`config.mk`:
```
export PLATFORM = sky130hd
export DESIGN_NAME = second_pipe_timing_generator
export DESIGN_NICKNAME = d
export VERILOG_FILES = /design/src/include/second_pipe_pkg.sv /design/src/include/raster_if.sv /design/src/rtl/raster_counter.sv /design/src/rtl/second_pipe_timing_generator.sv
export SDC_FILE = /design/constraint.sdc
export NUM_CORES = 1
export LEC_CHECK = 0
export BUFFER_PORTS_ARGS = -buffer_cell sky130_fd_sc_hd__buf_2
export CAP_MARGIN = 15
export CORE_MARGIN = 5
export CORE_UTILIZATION = 35
export CTS_CLUSTER_SIZE = 24
export DETAILED_ROUTE_END_ITERATION = 16
export HOLD_SLACK_MARGIN = 0.12
export PLACE_DENSITY = 0.61
export SYNTH_ARGS = -nofsm -noshare
export SYNTH_HDL_FRONTEND = slang
export SYNTH_HIERARCHICAL = 1
export SYNTH_SLANG_ARGS = --single-unit
export TNS_END_PERCENT = 5
```
`constraint.sdc`:
```
create_clock -name clk -period 5.6 [get_ports clk]
set_input_delay 1.12 -clock clk [delete_from_list [all_inputs] [get_ports clk]]
set_output_delay 1.12 -clock clk [all_outputs]
set_load 0.005 [all_outputs]
```
`src/include/second_pipe_pkg.sv`:
```
`default_nettype none
package second_pipe_pkg;

   // ======================================================================
   // register map
   localparam int          ADDR_W          = 20;
   localparam logic [19:0] OFS_HORIZ_TOTAL = 20'h61000;
   localparam logic [19:0] OFS_HORIZ_BLANK = 20'h61004;
   localparam logic [19:0] OFS_HORIZ_SYNC  = 20'h61008;
   localparam logic [19:0] OFS_VERT_TOTAL  = 20'h6100C;
   localparam logic [19:0] OFS_VERT_BLANK  = 20'h61010;
   localparam logic [19:0] OFS_VERT_SYNC   = 20'h61014;
   localparam logic [19:0] OFS_SRC_SIZE    = 20'h6101C;
   localparam logic [19:0] OFS_BORDER      = 20'h61020;
   localparam logic [19:0] OFS_VSYNC_SHIFT = 20'h61028;
   localparam logic [19:0] OFS_DATA_M1     = 20'h61030;
   localparam logic [19:0] OFS_DATA_N1     = 20'h61034;
   localparam logic [19:0] OFS_LINK_M1     = 20'h61040;
   localparam logic [19:0] OFS_LINK_N1     = 20'h61044;
   localparam logic [19:0] OFS_LINK_M2     = 20'h61048;
   localparam logic [19:0] OFS_LINK_N2     = 20'h6104C;

   // ======================================================================
   // reset values and writable bit masks
   localparam logic [31:0] RST_ZERO        = 32'h00000000;
   localparam logic [31:0] RST_DATA_M1     = 32'h7E000000;
   localparam logic [31:0] MASK_TOTAL      = 32'h1FFF0FFF;
   localparam logic [31:0] MASK_WINDOW     = 32'h1FFF1FFF;
   localparam logic [31:0] MASK_SRC        = 32'h0FFF0FFF;
   localparam logic [31:0] MASK_COLOR      = 32'h00FFFFFF;
   localparam logic [31:0] MASK_SHIFT      = 32'h00001FFF;
   localparam logic [31:0] MASK_DATA_M     = 32'h7EFFFFFF;
   localparam logic [31:0] MASK_RATIO      = 32'h00FFFFFF;

   // ======================================================================
   // field layout
   localparam int TIME_W   = 13;
   localparam int SRC_W    = 12;
   localparam int COLOR_W  = 24;
   localparam int RATIO_W  = 24;
   localparam int TU_W     = 6;
   localparam int UPPER_LSB = 16;
   localparam int TU_LSB   = 25;

   // upper field of a timing register: total or end, minus one
   function automatic logic [12:0] upperField(input logic [31:0] r);
      upperField = r[28:16];
   endfunction

   // lower field: active or start, minus one
   function automatic logic [12:0] lowerField(input logic [31:0] r);
      lowerField = r[12:0];
   endfunction

   // both bounds are stored minus one, so a count strictly above the start
   // field and not above the end field lies inside the real window
   function automatic logic inWindow(input logic [12:0] count,
                                     input logic [12:0] startF,
                                     input logic [12:0] endF);
      inWindow = (count > startF) && (count <= endF);
   endfunction

endpackage
`default_nettype wire

```
`src/include/raster_if.sv`:
```
`timescale 1ns/1ps
`default_nettype none
interface raster_if;
   logic [12:0] hTotalField;
   logic [12:0] vTotalField;
   logic        interlaced;
   logic [12:0] hCount;
   logic [12:0] vCount;
   logic        secondField;

   modport counter (
      input  hTotalField,
      input  vTotalField,
      input  interlaced,
      output hCount,
      output vCount,
      output secondField
   );

   modport pipe (
      output hTotalField,
      output vTotalField,
      output interlaced,
      input  hCount,
      input  vCount,
      input  secondField
   );
endinterface
`default_nettype wire

```
`src/rtl/raster_counter.sv`:
```
`timescale 1ns/1ps
`default_nettype none
module raster_counter (
   input  wire logic clk,
   input  wire logic nrst,
   input  wire logic ce,
   raster_if.counter raster
);

   typedef struct packed {
      logic [12:0] hCount;
      logic [12:0] vCount;
      logic        secondField;
   } count_t;

   count_t cur;
   count_t next_cur;

   // ======================================================================
   // pixel and line counters
   always_comb begin
      next_cur = cur;
      if (ce) begin
         if (cur.hCount >= raster.hTotalField) begin
            next_cur.hCount = 13'h0000;
            if (cur.vCount >= raster.vTotalField) begin
               next_cur.vCount      = 13'h0000;
               // progressive modes never enter the second field
               next_cur.secondField = raster.interlaced ? ~cur.secondField : 1'b0;
            end else begin
               next_cur.vCount = cur.vCount + 13'h0001;
            end
         end else begin
            next_cur.hCount = cur.hCount + 13'h0001;
         end
      end
   end

   always_ff @(posedge clk or negedge nrst) begin
      if (!nrst) begin
         cur <= '0;
      end else begin
         cur <= next_cur;
      end
   end

   assign raster.hCount      = cur.hCount;
   assign raster.vCount      = cur.vCount;
   assign raster.secondField = cur.secondField;

endmodule
`default_nettype wire

```
`src/rtl/second_pipe_timing_generator.sv`:
```
`timescale 1ns/1ps
`default_nettype none
module second_pipe_timing_generator (
   input  wire logic        clk,
   input  wire logic        nrst,
   input  wire logic        ce,
   input  wire logic [19:0] regAddr,
   input  wire logic        regWrite,
   input  wire logic        regRead,
   input  wire logic [31:0] regWriteData,
   output logic      [31:0] regReadData,
   input  wire logic        interlaceMode,
   input  wire logic        interlaceShiftMode,
   input  wire logic        vgaMode,
   input  wire logic [23:0] vgaOverscanColor,
   input  wire logic        pseudoBorder,
   input  wire logic        lowPowerRefresh,
   input  wire logic [23:0] pixelIn,
   output logic      [23:0] pixelOut,
   output logic             hBlank,
   output logic             vBlank,
   output logic             hSync,
   output logic             vSync,
   output logic             activeVideo,
   output logic             borderVideo,
   output logic             secondField,
   output logic      [11:0] sourceWidth,
   output logic      [11:0] sourceHeight,
   output logic      [5:0]  transferUnitLength,
   output logic      [23:0] dataRatioM,
   output logic      [23:0] dataRatioN,
   output logic      [23:0] linkRatioM,
   output logic      [23:0] linkRatioN,
   output logic             secondaryRatioSet
);

   typedef struct packed {
      logic [31:0] horizTotalActive;
      logic [31:0] horizBlankWindow;
      logic [31:0] horizSyncWindow;
      logic [31:0] vertTotalActive;
      logic [31:0] vertBlankWindow;
      logic [31:0] vertSyncWindow;
      logic [31:0] sourceImageSize;
      logic [31:0] borderFillColor;
      logic [31:0] secondFieldVsyncOffset;
      logic [31:0] dataRatioMPending;
      logic [31:0] dataRatioMLive;
      logic [31:0] dataRatioNFirst;
      logic [31:0] linkRatioMFirst;
      logic [31:0] linkRatioNFirst;
      logic [31:0] linkRatioMSecond;
      logic [31:0] linkRatioNSecond;
      logic        ratioArmed;
      logic        hBlankOut;
      logic        vBlankOut;
      logic        hSyncOut;
      logic        vSyncOut;
      logic        activeOut;
      logic        borderOut;
      logic        fieldOut;
      logic        lowPowerOut;
      logic [23:0] pixel;
      logic [31:0] readData;
   } state_t;

   state_t cur;
   state_t next_cur;

   raster_if raster ();

   raster_counter counter (
      .clk    (clk),
      .nrst   (nrst),
      .ce     (ce),
      .raster (raster)
   );

   // ======================================================================
   // raster geometry handed to the counters
   assign raster.hTotalField = second_pipe_pkg::upperField(cur.horizTotalActive);
   assign raster.vTotalField = second_pipe_pkg::upperField(cur.vertTotalActive);
   assign raster.interlaced  = interlaceMode;

   // ======================================================================
   // window decode on the current counts
   logic [12:0] hActiveField;
   logic [12:0] vActiveField;
   logic        hInActive;
   logic        vInActive;
   logic        hInBlank;
   logic        vInBlank;
   logic        hInSync;
   logic        vInSync;
   logic [13:0] hTotalReal;
   logic [13:0] hSyncStartReal;
   logic [12:0] vsyncEdge;
   logic        atVsyncEdge;
   logic        blankRising;

   always_comb begin
      hActiveField = {1'b0, cur.horizTotalActive[11:0]};
      vActiveField = {1'b0, cur.vertTotalActive[11:0]};
      hInActive    = raster.hCount <= hActiveField;
      vInActive    = raster.vCount <= vActiveField;
      hInBlank     = second_pipe_pkg::inWindow(raster.hCount,
                        second_pipe_pkg::lowerField(cur.horizBlankWindow),
                        second_pipe_pkg::upperField(cur.horizBlankWindow));
      vInBlank     = second_pipe_pkg::inWindow(raster.vCount,
                        second_pipe_pkg::lowerField(cur.vertBlankWindow),
                        second_pipe_pkg::upperField(cur.vertBlankWindow));
      hInSync      = second_pipe_pkg::inWindow(raster.hCount,
                        second_pipe_pkg::lowerField(cur.horizSyncWindow),
                        second_pipe_pkg::upperField(cur.horizSyncWindow));
      vInSync      = second_pipe_pkg::inWindow(raster.vCount,
                        second_pipe_pkg::lowerField(cur.vertSyncWindow),
                        second_pipe_pkg::upperField(cur.vertSyncWindow));
      // shift math is done on real values, one above the stored fields
      hTotalReal     = {1'b0, raster.hTotalField} + 14'h0001;
      hSyncStartReal = {1'b0, second_pipe_pkg::lowerField(cur.horizSyncWindow)}
                       + 14'h0001;
      if (interlaceMode && raster.secondField) begin
         if (interlaceShiftMode) begin
            vsyncEdge = cur.secondFieldVsyncOffset[12:0];
         end else begin
            vsyncEdge = hTotalReal[13:1];
         end
      end else begin
         // a real start above the real line total wraps to pixel zero
         vsyncEdge = (hSyncStartReal > hTotalReal) ? 13'h0000 : hSyncStartReal[12:0];
      end
      atVsyncEdge = raster.hCount == vsyncEdge;
      blankRising = vInBlank && !cur.vBlankOut;
   end

   // ======================================================================
   // register write decode
   function automatic logic [31:0] merge(input logic [31:0] old,
                                         input logic [31:0] data,
                                         input logic [31:0] mask);
      merge = (old & ~mask) | (data & mask);
   endfunction

   logic writeLinkN1;

   always_comb begin
      next_cur    = cur;
      writeLinkN1 = 1'b0;
      if (ce) begin
         if (regWrite) begin
            if (regAddr == second_pipe_pkg::OFS_HORIZ_TOTAL) begin
               next_cur.horizTotalActive = regWriteData & second_pipe_pkg::MASK_TOTAL;
            end else if (regAddr == second_pipe_pkg::OFS_HORIZ_BLANK) begin
               next_cur.horizBlankWindow = regWriteData & second_pipe_pkg::MASK_WINDOW;
            end else if (regAddr == second_pipe_pkg::OFS_HORIZ_SYNC) begin
               next_cur.horizSyncWindow = regWriteData & second_pipe_pkg::MASK_WINDOW;
            end else if (regAddr == second_pipe_pkg::OFS_VERT_TOTAL) begin
               next_cur.vertTotalActive = regWriteData & second_pipe_pkg::MASK_TOTAL;
            end else if (regAddr == second_pipe_pkg::OFS_VERT_BLANK) begin
               next_cur.vertBlankWindow = regWriteData & second_pipe_pkg::MASK_WINDOW;
            end else if (regAddr == second_pipe_pkg::OFS_VERT_SYNC) begin
               next_cur.vertSyncWindow = regWriteData & second_pipe_pkg::MASK_WINDOW;
            end else if (regAddr == second_pipe_pkg::OFS_SRC_SIZE) begin
               next_cur.sourceImageSize = regWriteData & second_pipe_pkg::MASK_SRC;
            end else if (regAddr == second_pipe_pkg::OFS_BORDER) begin
               next_cur.borderFillColor = regWriteData & second_pipe_pkg::MASK_COLOR;
            end else if (regAddr == second_pipe_pkg::OFS_VSYNC_SHIFT) begin
               next_cur.secondFieldVsyncOffset = regWriteData & second_pipe_pkg::MASK_SHIFT;
            end else if (regAddr == second_pipe_pkg::OFS_DATA_M1) begin
               next_cur.dataRatioMPending = regWriteData & second_pipe_pkg::MASK_DATA_M;
            end else if (regAddr == second_pipe_pkg::OFS_DATA_N1) begin
               next_cur.dataRatioNFirst = regWriteData & second_pipe_pkg::MASK_RATIO;
            end else if (regAddr == second_pipe_pkg::OFS_LINK_M1) begin
               next_cur.linkRatioMFirst = regWriteData & second_pipe_pkg::MASK_RATIO;
            end else if (regAddr == second_pipe_pkg::OFS_LINK_N1) begin
               next_cur.linkRatioNFirst = regWriteData & second_pipe_pkg::MASK_RATIO;
               writeLinkN1 = 1'b1;
            end else if (regAddr == second_pipe_pkg::OFS_LINK_M2) begin
               next_cur.linkRatioMSecond = regWriteData & second_pipe_pkg::MASK_RATIO;
            end else if (regAddr == second_pipe_pkg::OFS_LINK_N2) begin
               next_cur.linkRatioNSecond = regWriteData & second_pipe_pkg::MASK_RATIO;
            end
         end

         // ===================================================================
         // register read decode; unmapped offsets read zero
         if (regRead) begin
            if (regAddr == second_pipe_pkg::OFS_HORIZ_TOTAL) begin
               next_cur.readData = cur.horizTotalActive;
            end else if (regAddr == second_pipe_pkg::OFS_HORIZ_BLANK) begin
               next_cur.readData = cur.horizBlankWindow;
            end else if (regAddr == second_pipe_pkg::OFS_HORIZ_SYNC) begin
               next_cur.readData = cur.horizSyncWindow;
            end else if (regAddr == second_pipe_pkg::OFS_VERT_TOTAL) begin
               next_cur.readData = cur.vertTotalActive;
            end else if (regAddr == second_pipe_pkg::OFS_VERT_BLANK) begin
               next_cur.readData = cur.vertBlankWindow;
            end else if (regAddr == second_pipe_pkg::OFS_VERT_SYNC) begin
               next_cur.readData = cur.vertSyncWindow;
            end else if (regAddr == second_pipe_pkg::OFS_SRC_SIZE) begin
               next_cur.readData = cur.sourceImageSize;
            end else if (regAddr == second_pipe_pkg::OFS_BORDER) begin
               next_cur.readData = cur.borderFillColor;
            end else if (regAddr == second_pipe_pkg::OFS_VSYNC_SHIFT) begin
               next_cur.readData = cur.secondFieldVsyncOffset;
            end else if (regAddr == second_pipe_pkg::OFS_DATA_M1) begin
               // software sees what it wrote, not the value in use
               next_cur.readData = cur.dataRatioMPending;
            end else if (regAddr == second_pipe_pkg::OFS_DATA_N1) begin
               next_cur.readData = cur.dataRatioNFirst;
            end else if (regAddr == second_pipe_pkg::OFS_LINK_M1) begin
               next_cur.readData = cur.linkRatioMFirst;
            end else if (regAddr == second_pipe_pkg::OFS_LINK_N1) begin
               next_cur.readData = cur.linkRatioNFirst;
            end else if (regAddr == second_pipe_pkg::OFS_LINK_M2) begin
               next_cur.readData = cur.linkRatioMSecond;
            end else if (regAddr == second_pipe_pkg::OFS_LINK_N2) begin
               next_cur.readData = cur.linkRatioNSecond;
            end else begin
               next_cur.readData = second_pipe_pkg::RST_ZERO;
            end
         end

         // ===================================================================
         // double-buffered data M; an arming write in the update cycle stays armed
         if (cur.ratioArmed && blankRising) begin
            next_cur.dataRatioMLive = cur.dataRatioMPending;
         end
         next_cur.ratioArmed = (cur.ratioArmed && !blankRising) || writeLinkN1;
         next_cur.lowPowerOut = lowPowerRefresh;

         // ===================================================================
         // blank, sync and pixel outputs
         next_cur.hBlankOut = hInBlank;
         next_cur.vBlankOut = vInBlank;
         next_cur.hSyncOut  = hInSync;
         if (atVsyncEdge) begin
            next_cur.vSyncOut = vInSync;
         end
         next_cur.activeOut = hInActive && vInActive && !pseudoBorder;
         next_cur.borderOut = (!(hInActive && vInActive) && !(hInBlank || vInBlank))
                              || pseudoBorder;
         next_cur.fieldOut  = raster.secondField;
         if (hInBlank || vInBlank) begin
            next_cur.pixel = 24'h000000;
         end else if (next_cur.borderOut) begin
            // legacy VGA keeps its own overscan colour
            next_cur.pixel = vgaMode ? vgaOverscanColor
                                     : cur.borderFillColor[23:0];
         end else begin
            next_cur.pixel = pixelIn;
         end
      end
   end

   always_ff @(posedge clk or negedge nrst) begin
      if (!nrst) begin
         cur                   <= '0;
         cur.dataRatioMPending <= second_pipe_pkg::RST_DATA_M1;
         cur.dataRatioMLive    <= second_pipe_pkg::RST_DATA_M1;
      end else begin
         cur <= next_cur;
      end
   end

   // ======================================================================
   // outputs, all from flops
   assign regReadData        = cur.readData;
   assign pixelOut           = cur.pixel;
   assign hBlank             = cur.hBlankOut;
   assign vBlank             = cur.vBlankOut;
   assign hSync              = cur.hSyncOut;
   assign vSync              = cur.vSyncOut;
   assign activeVideo        = cur.activeOut;
   assign borderVideo        = cur.borderOut;
   assign secondField        = cur.fieldOut;
   assign sourceWidth        = cur.sourceImageSize[27:16];
   assign sourceHeight       = cur.sourceImageSize[11:0];
   assign transferUnitLength = cur.dataRatioMLive[30:25];
   assign dataRatioM         = cur.dataRatioMLive[23:0];
   assign dataRatioN         = cur.dataRatioNFirst[23:0];
   // the secondary set carries link values only, data stays on the primary set
   assign linkRatioM         = cur.lowPowerOut ? cur.linkRatioMSecond[23:0]
                                               : cur.linkRatioMFirst[23:0];
   assign linkRatioN         = cur.lowPowerOut ? cur.linkRatioNSecond[23:0]
                                               : cur.linkRatioNFirst[23:0];
   assign secondaryRatioSet  = cur.lowPowerOut;

endmodule
`default_nettype wire

```
==> out/metrics.yaml <==
clock_tree:
  cts_tree: "done"
  root_buffer: "clkbuf_16"
  clockBufferDepth: 3
  htreeDepth: 2
  clk_latency_ns: 0.62
  clkTransAtPathRegs_ns: 0.06
  cts_hold_buf: 0
  postCtsResizedCells: 0
  post-cts-setup-buffers: 0
  cts_sinks: 486
  cts_buffers: 53
die:
  dieHeight_um: 298.8
  die_w_um: 298.8
  die_area_um2: 89300
  start_util_pct: 35.11
  coreArea_um2: 83160
  num_rows: 106
  ios: 300
place:
  routabilityCongestion: 0.9320
  placement.cell_area_um2: 30890
  portBuffers: 297
  dp_hpwl_um: 71330
worst_setup_path:
  critical_path_class: "reg2reg"
  crit_required_ns: 6.09
  arrival_ns: 4.71
  crit_fanout: 9
  crit_path_start_kind: "flop"
  cp-end-kind: "flop"
sta:
  clock.fmax_ghz: 0.2373
  slew_headroom_pct: 25.76
  fin_tns_setup_ns: 0
  rsz0062_at_grt: "no"
  drv_slew: 0
  tightest_slew_ns: 1.108
  setup_viol: 0
  fin_crit_sh_pct: 75.26
  hold_viol_final: 0
  post-route-min-period_ns: 4.214
  finClkSkew_ns: 0.02287
final_layout:
  syn_to_final_growth_pct: 11.99
  drive_gt1_share_pct: 30.20
  fillers: 8129
  fin_nets: 3129
  fin_area_um2: 32700
synth:
  netlist_instances: 2723
  ys_seq_area_share_pct: 41.70
  synth_common_cells: "dfrtp_1 (474), mux2_2 (345), inv_1 (188), ha_1 (173), o21ai_0 (159)"
  ys_warn_count: 6
  syn-num-nets: 3006
  synth.most_common_cell: "dfrtp_1"
  synth_cell_types: 90
  netlist_area_um2: 29200
  yosys.area.top_type: "dfrtp_1"
  synth_edf_count: 0
  synth_top_cells_by_area: "dfrtp_1 (41%), mux2_2 (13%), ha_1 (7.4%)"
  synth-main-ff-cell: "dfrtp_1"
  postSynthAreaPerCell_um2: 10.72
  ys_ff_latch: 486
  synth_top_area_share_pct: 40.62
  synthArstFlopShare_pct: 100.0
power:
  p_total_mw: 7.678
  p_leak_nw: 16.17
  power_density_nw_per_um2: 234.8
  ir_drop_v: 0.0002055
route:
  vias: 22157
  wl_um: 96320
  viasPerCell: 5.577
  drc: 0
  drtAntennaViolNets: 0
  wl_per_cell_um: 24.24
  firstDrtPassIters: 7
  initialDrtViolationCount: 1670
global_route:
  overflow: 0
  grt_antenna_before_repair: 8
  grt_max_degree: 105
  grt_pass1_wl_um: 144500
  track_usage_pct: 21.00
  grt_pass1_vias: 22036
min_path:
  min_path_type: "reg2reg"
run_status:
  status: "finished clean"
flow_run:
  drv_cap: 0
==> cell type report <==
type	instances	area [um^2]	area share, %
timing repair buffer	352	1991	6.088
antenna	2	5.005	0.01531
inverter	191	716.9	2.193
tap	1080	1351	4.133
clock inverter	16	191.4	0.5854
sequential	486	12180	37.24
clock buffer	84	1614	4.936
multi-input combinational	1762	14650	44.81
==> sequential cells by signal (all words and copies together), names as in the netlist <==
signal / count
borderVideo: 1
sourceWidth: 12
cur: 318
dataRatioM: 24
counter/raster.vCount: 13
dataRatioN: 24
activeVideo: 1
transferUnitLength: 6
regReadData: 31
secondaryRatioSet: 1
sourceHeight: 12
hBlank: 1
secondField: 1
vBlank: 1
pixelOut: 24
vSync: 1
hSync: 1
counter/raster.secondField: 1
counter/raster.hCount: 13
==> cells by family after synthesis <==
logic type / share of synthesized area (%)
buffers and inverters: 8.356
xor gates and xnor gates: 0.9599
adders and majority gates: 7.413
AOI/OAI and AO/OA: 12.06
muxes: 20.86
and+or+nand+nor: 8.626
DFF: 41.70
other: 0.01284
==> power breakdown <==
part,internal (mW),switching (mW)
Sequential,3.56,0.0353
Clock,2.12,1.50
Combinational,0.155,0.312
==> final timing paths <==
check | from | to | slack, ns | cells after the start
max | cur[481]$_DFFE_PN0P_ | vSync$_DFFE_PN0P_ | 1.39 | 16
max in group asynchronous | nrst | cur[167]$_DFFE_PN0P_ | 3.93 | 2
max reg2reg | cur[481]$_DFFE_PN0P_ | vSync$_DFFE_PN0P_ | 1.39 | 16
min reg2reg | pixelOut[11]$_DFFE_PN0P_ | pixelOut[11]$_DFFE_PN0P_ | 0.48 | 2
min in group asynchronous | nrst | cur[277]$_DFFE_PN0P_ | 0.56 | 1
min | pixelOut[11]$_DFFE_PN0P_ | pixelOut[11]$_DFFE_PN0P_ | 0.48 | 2
==> per-stage QoR <==
step	hold WS [ns]	utilization, %	instances	setup slack (ns)
final	0.4772	39.32	3973	1.386
after global routing	0.4941	39.32	3971	1.168
after CTS	0.4788	39.32	3971	1.472
after floorplan	0.4493	-	2723	1.836
after global placement	0.4609	37.14	3871	1.021
after detailed placement	0.4633	37.14	3871	1.065
==> worst max-delay path, cell delays in order (launching register included) <==
cell	delay (ns)
dfrtp_1	0.57
ha_1	0.25
nand3_1	0.22
nor3_1	0.28
xnor2_1	0.24
inv_1	0.10
ha_1	0.30
o21ai_0	0.08
o21ai_0	0.19
nand2b_1	0.13
o311ai_0	0.13
buf_4	0.18
or2_2	0.31
a211o_1	0.26
nand4b_1	0.19
nor4_1	0.28
mux2_2	0.37
==> metal layers <==
metal  global-route usage, %  wire length [um]  vias up
met4                   6.912              3449       10
met3                   3.516              6065      153
met1                   27.60             40210    11242
met2                   35.43             46520      750
li1                        -                 -    10002
met5                       0                69        -
==> placed cells by master (no fill, tap or decap), types with 27 or more instances in the layout <==
cell	instances
nand4_1	35
nor2_1	75
mux2i_1	90
nand2_1	151
a221o_1	27
o221ai_1	33
o31ai_1	27
nor3_1	38
mux2_1	64
inv_1	188
buf_2	295
o21ai_0	159
mux2_2	345
ha_1	173
buf_4	49
mux2_4	39
clkbuf_16	54
dfrtp_1	473
a21oi_1	95
nand3_1	60
Note: power is estimated with default switching activity, not from simulation.
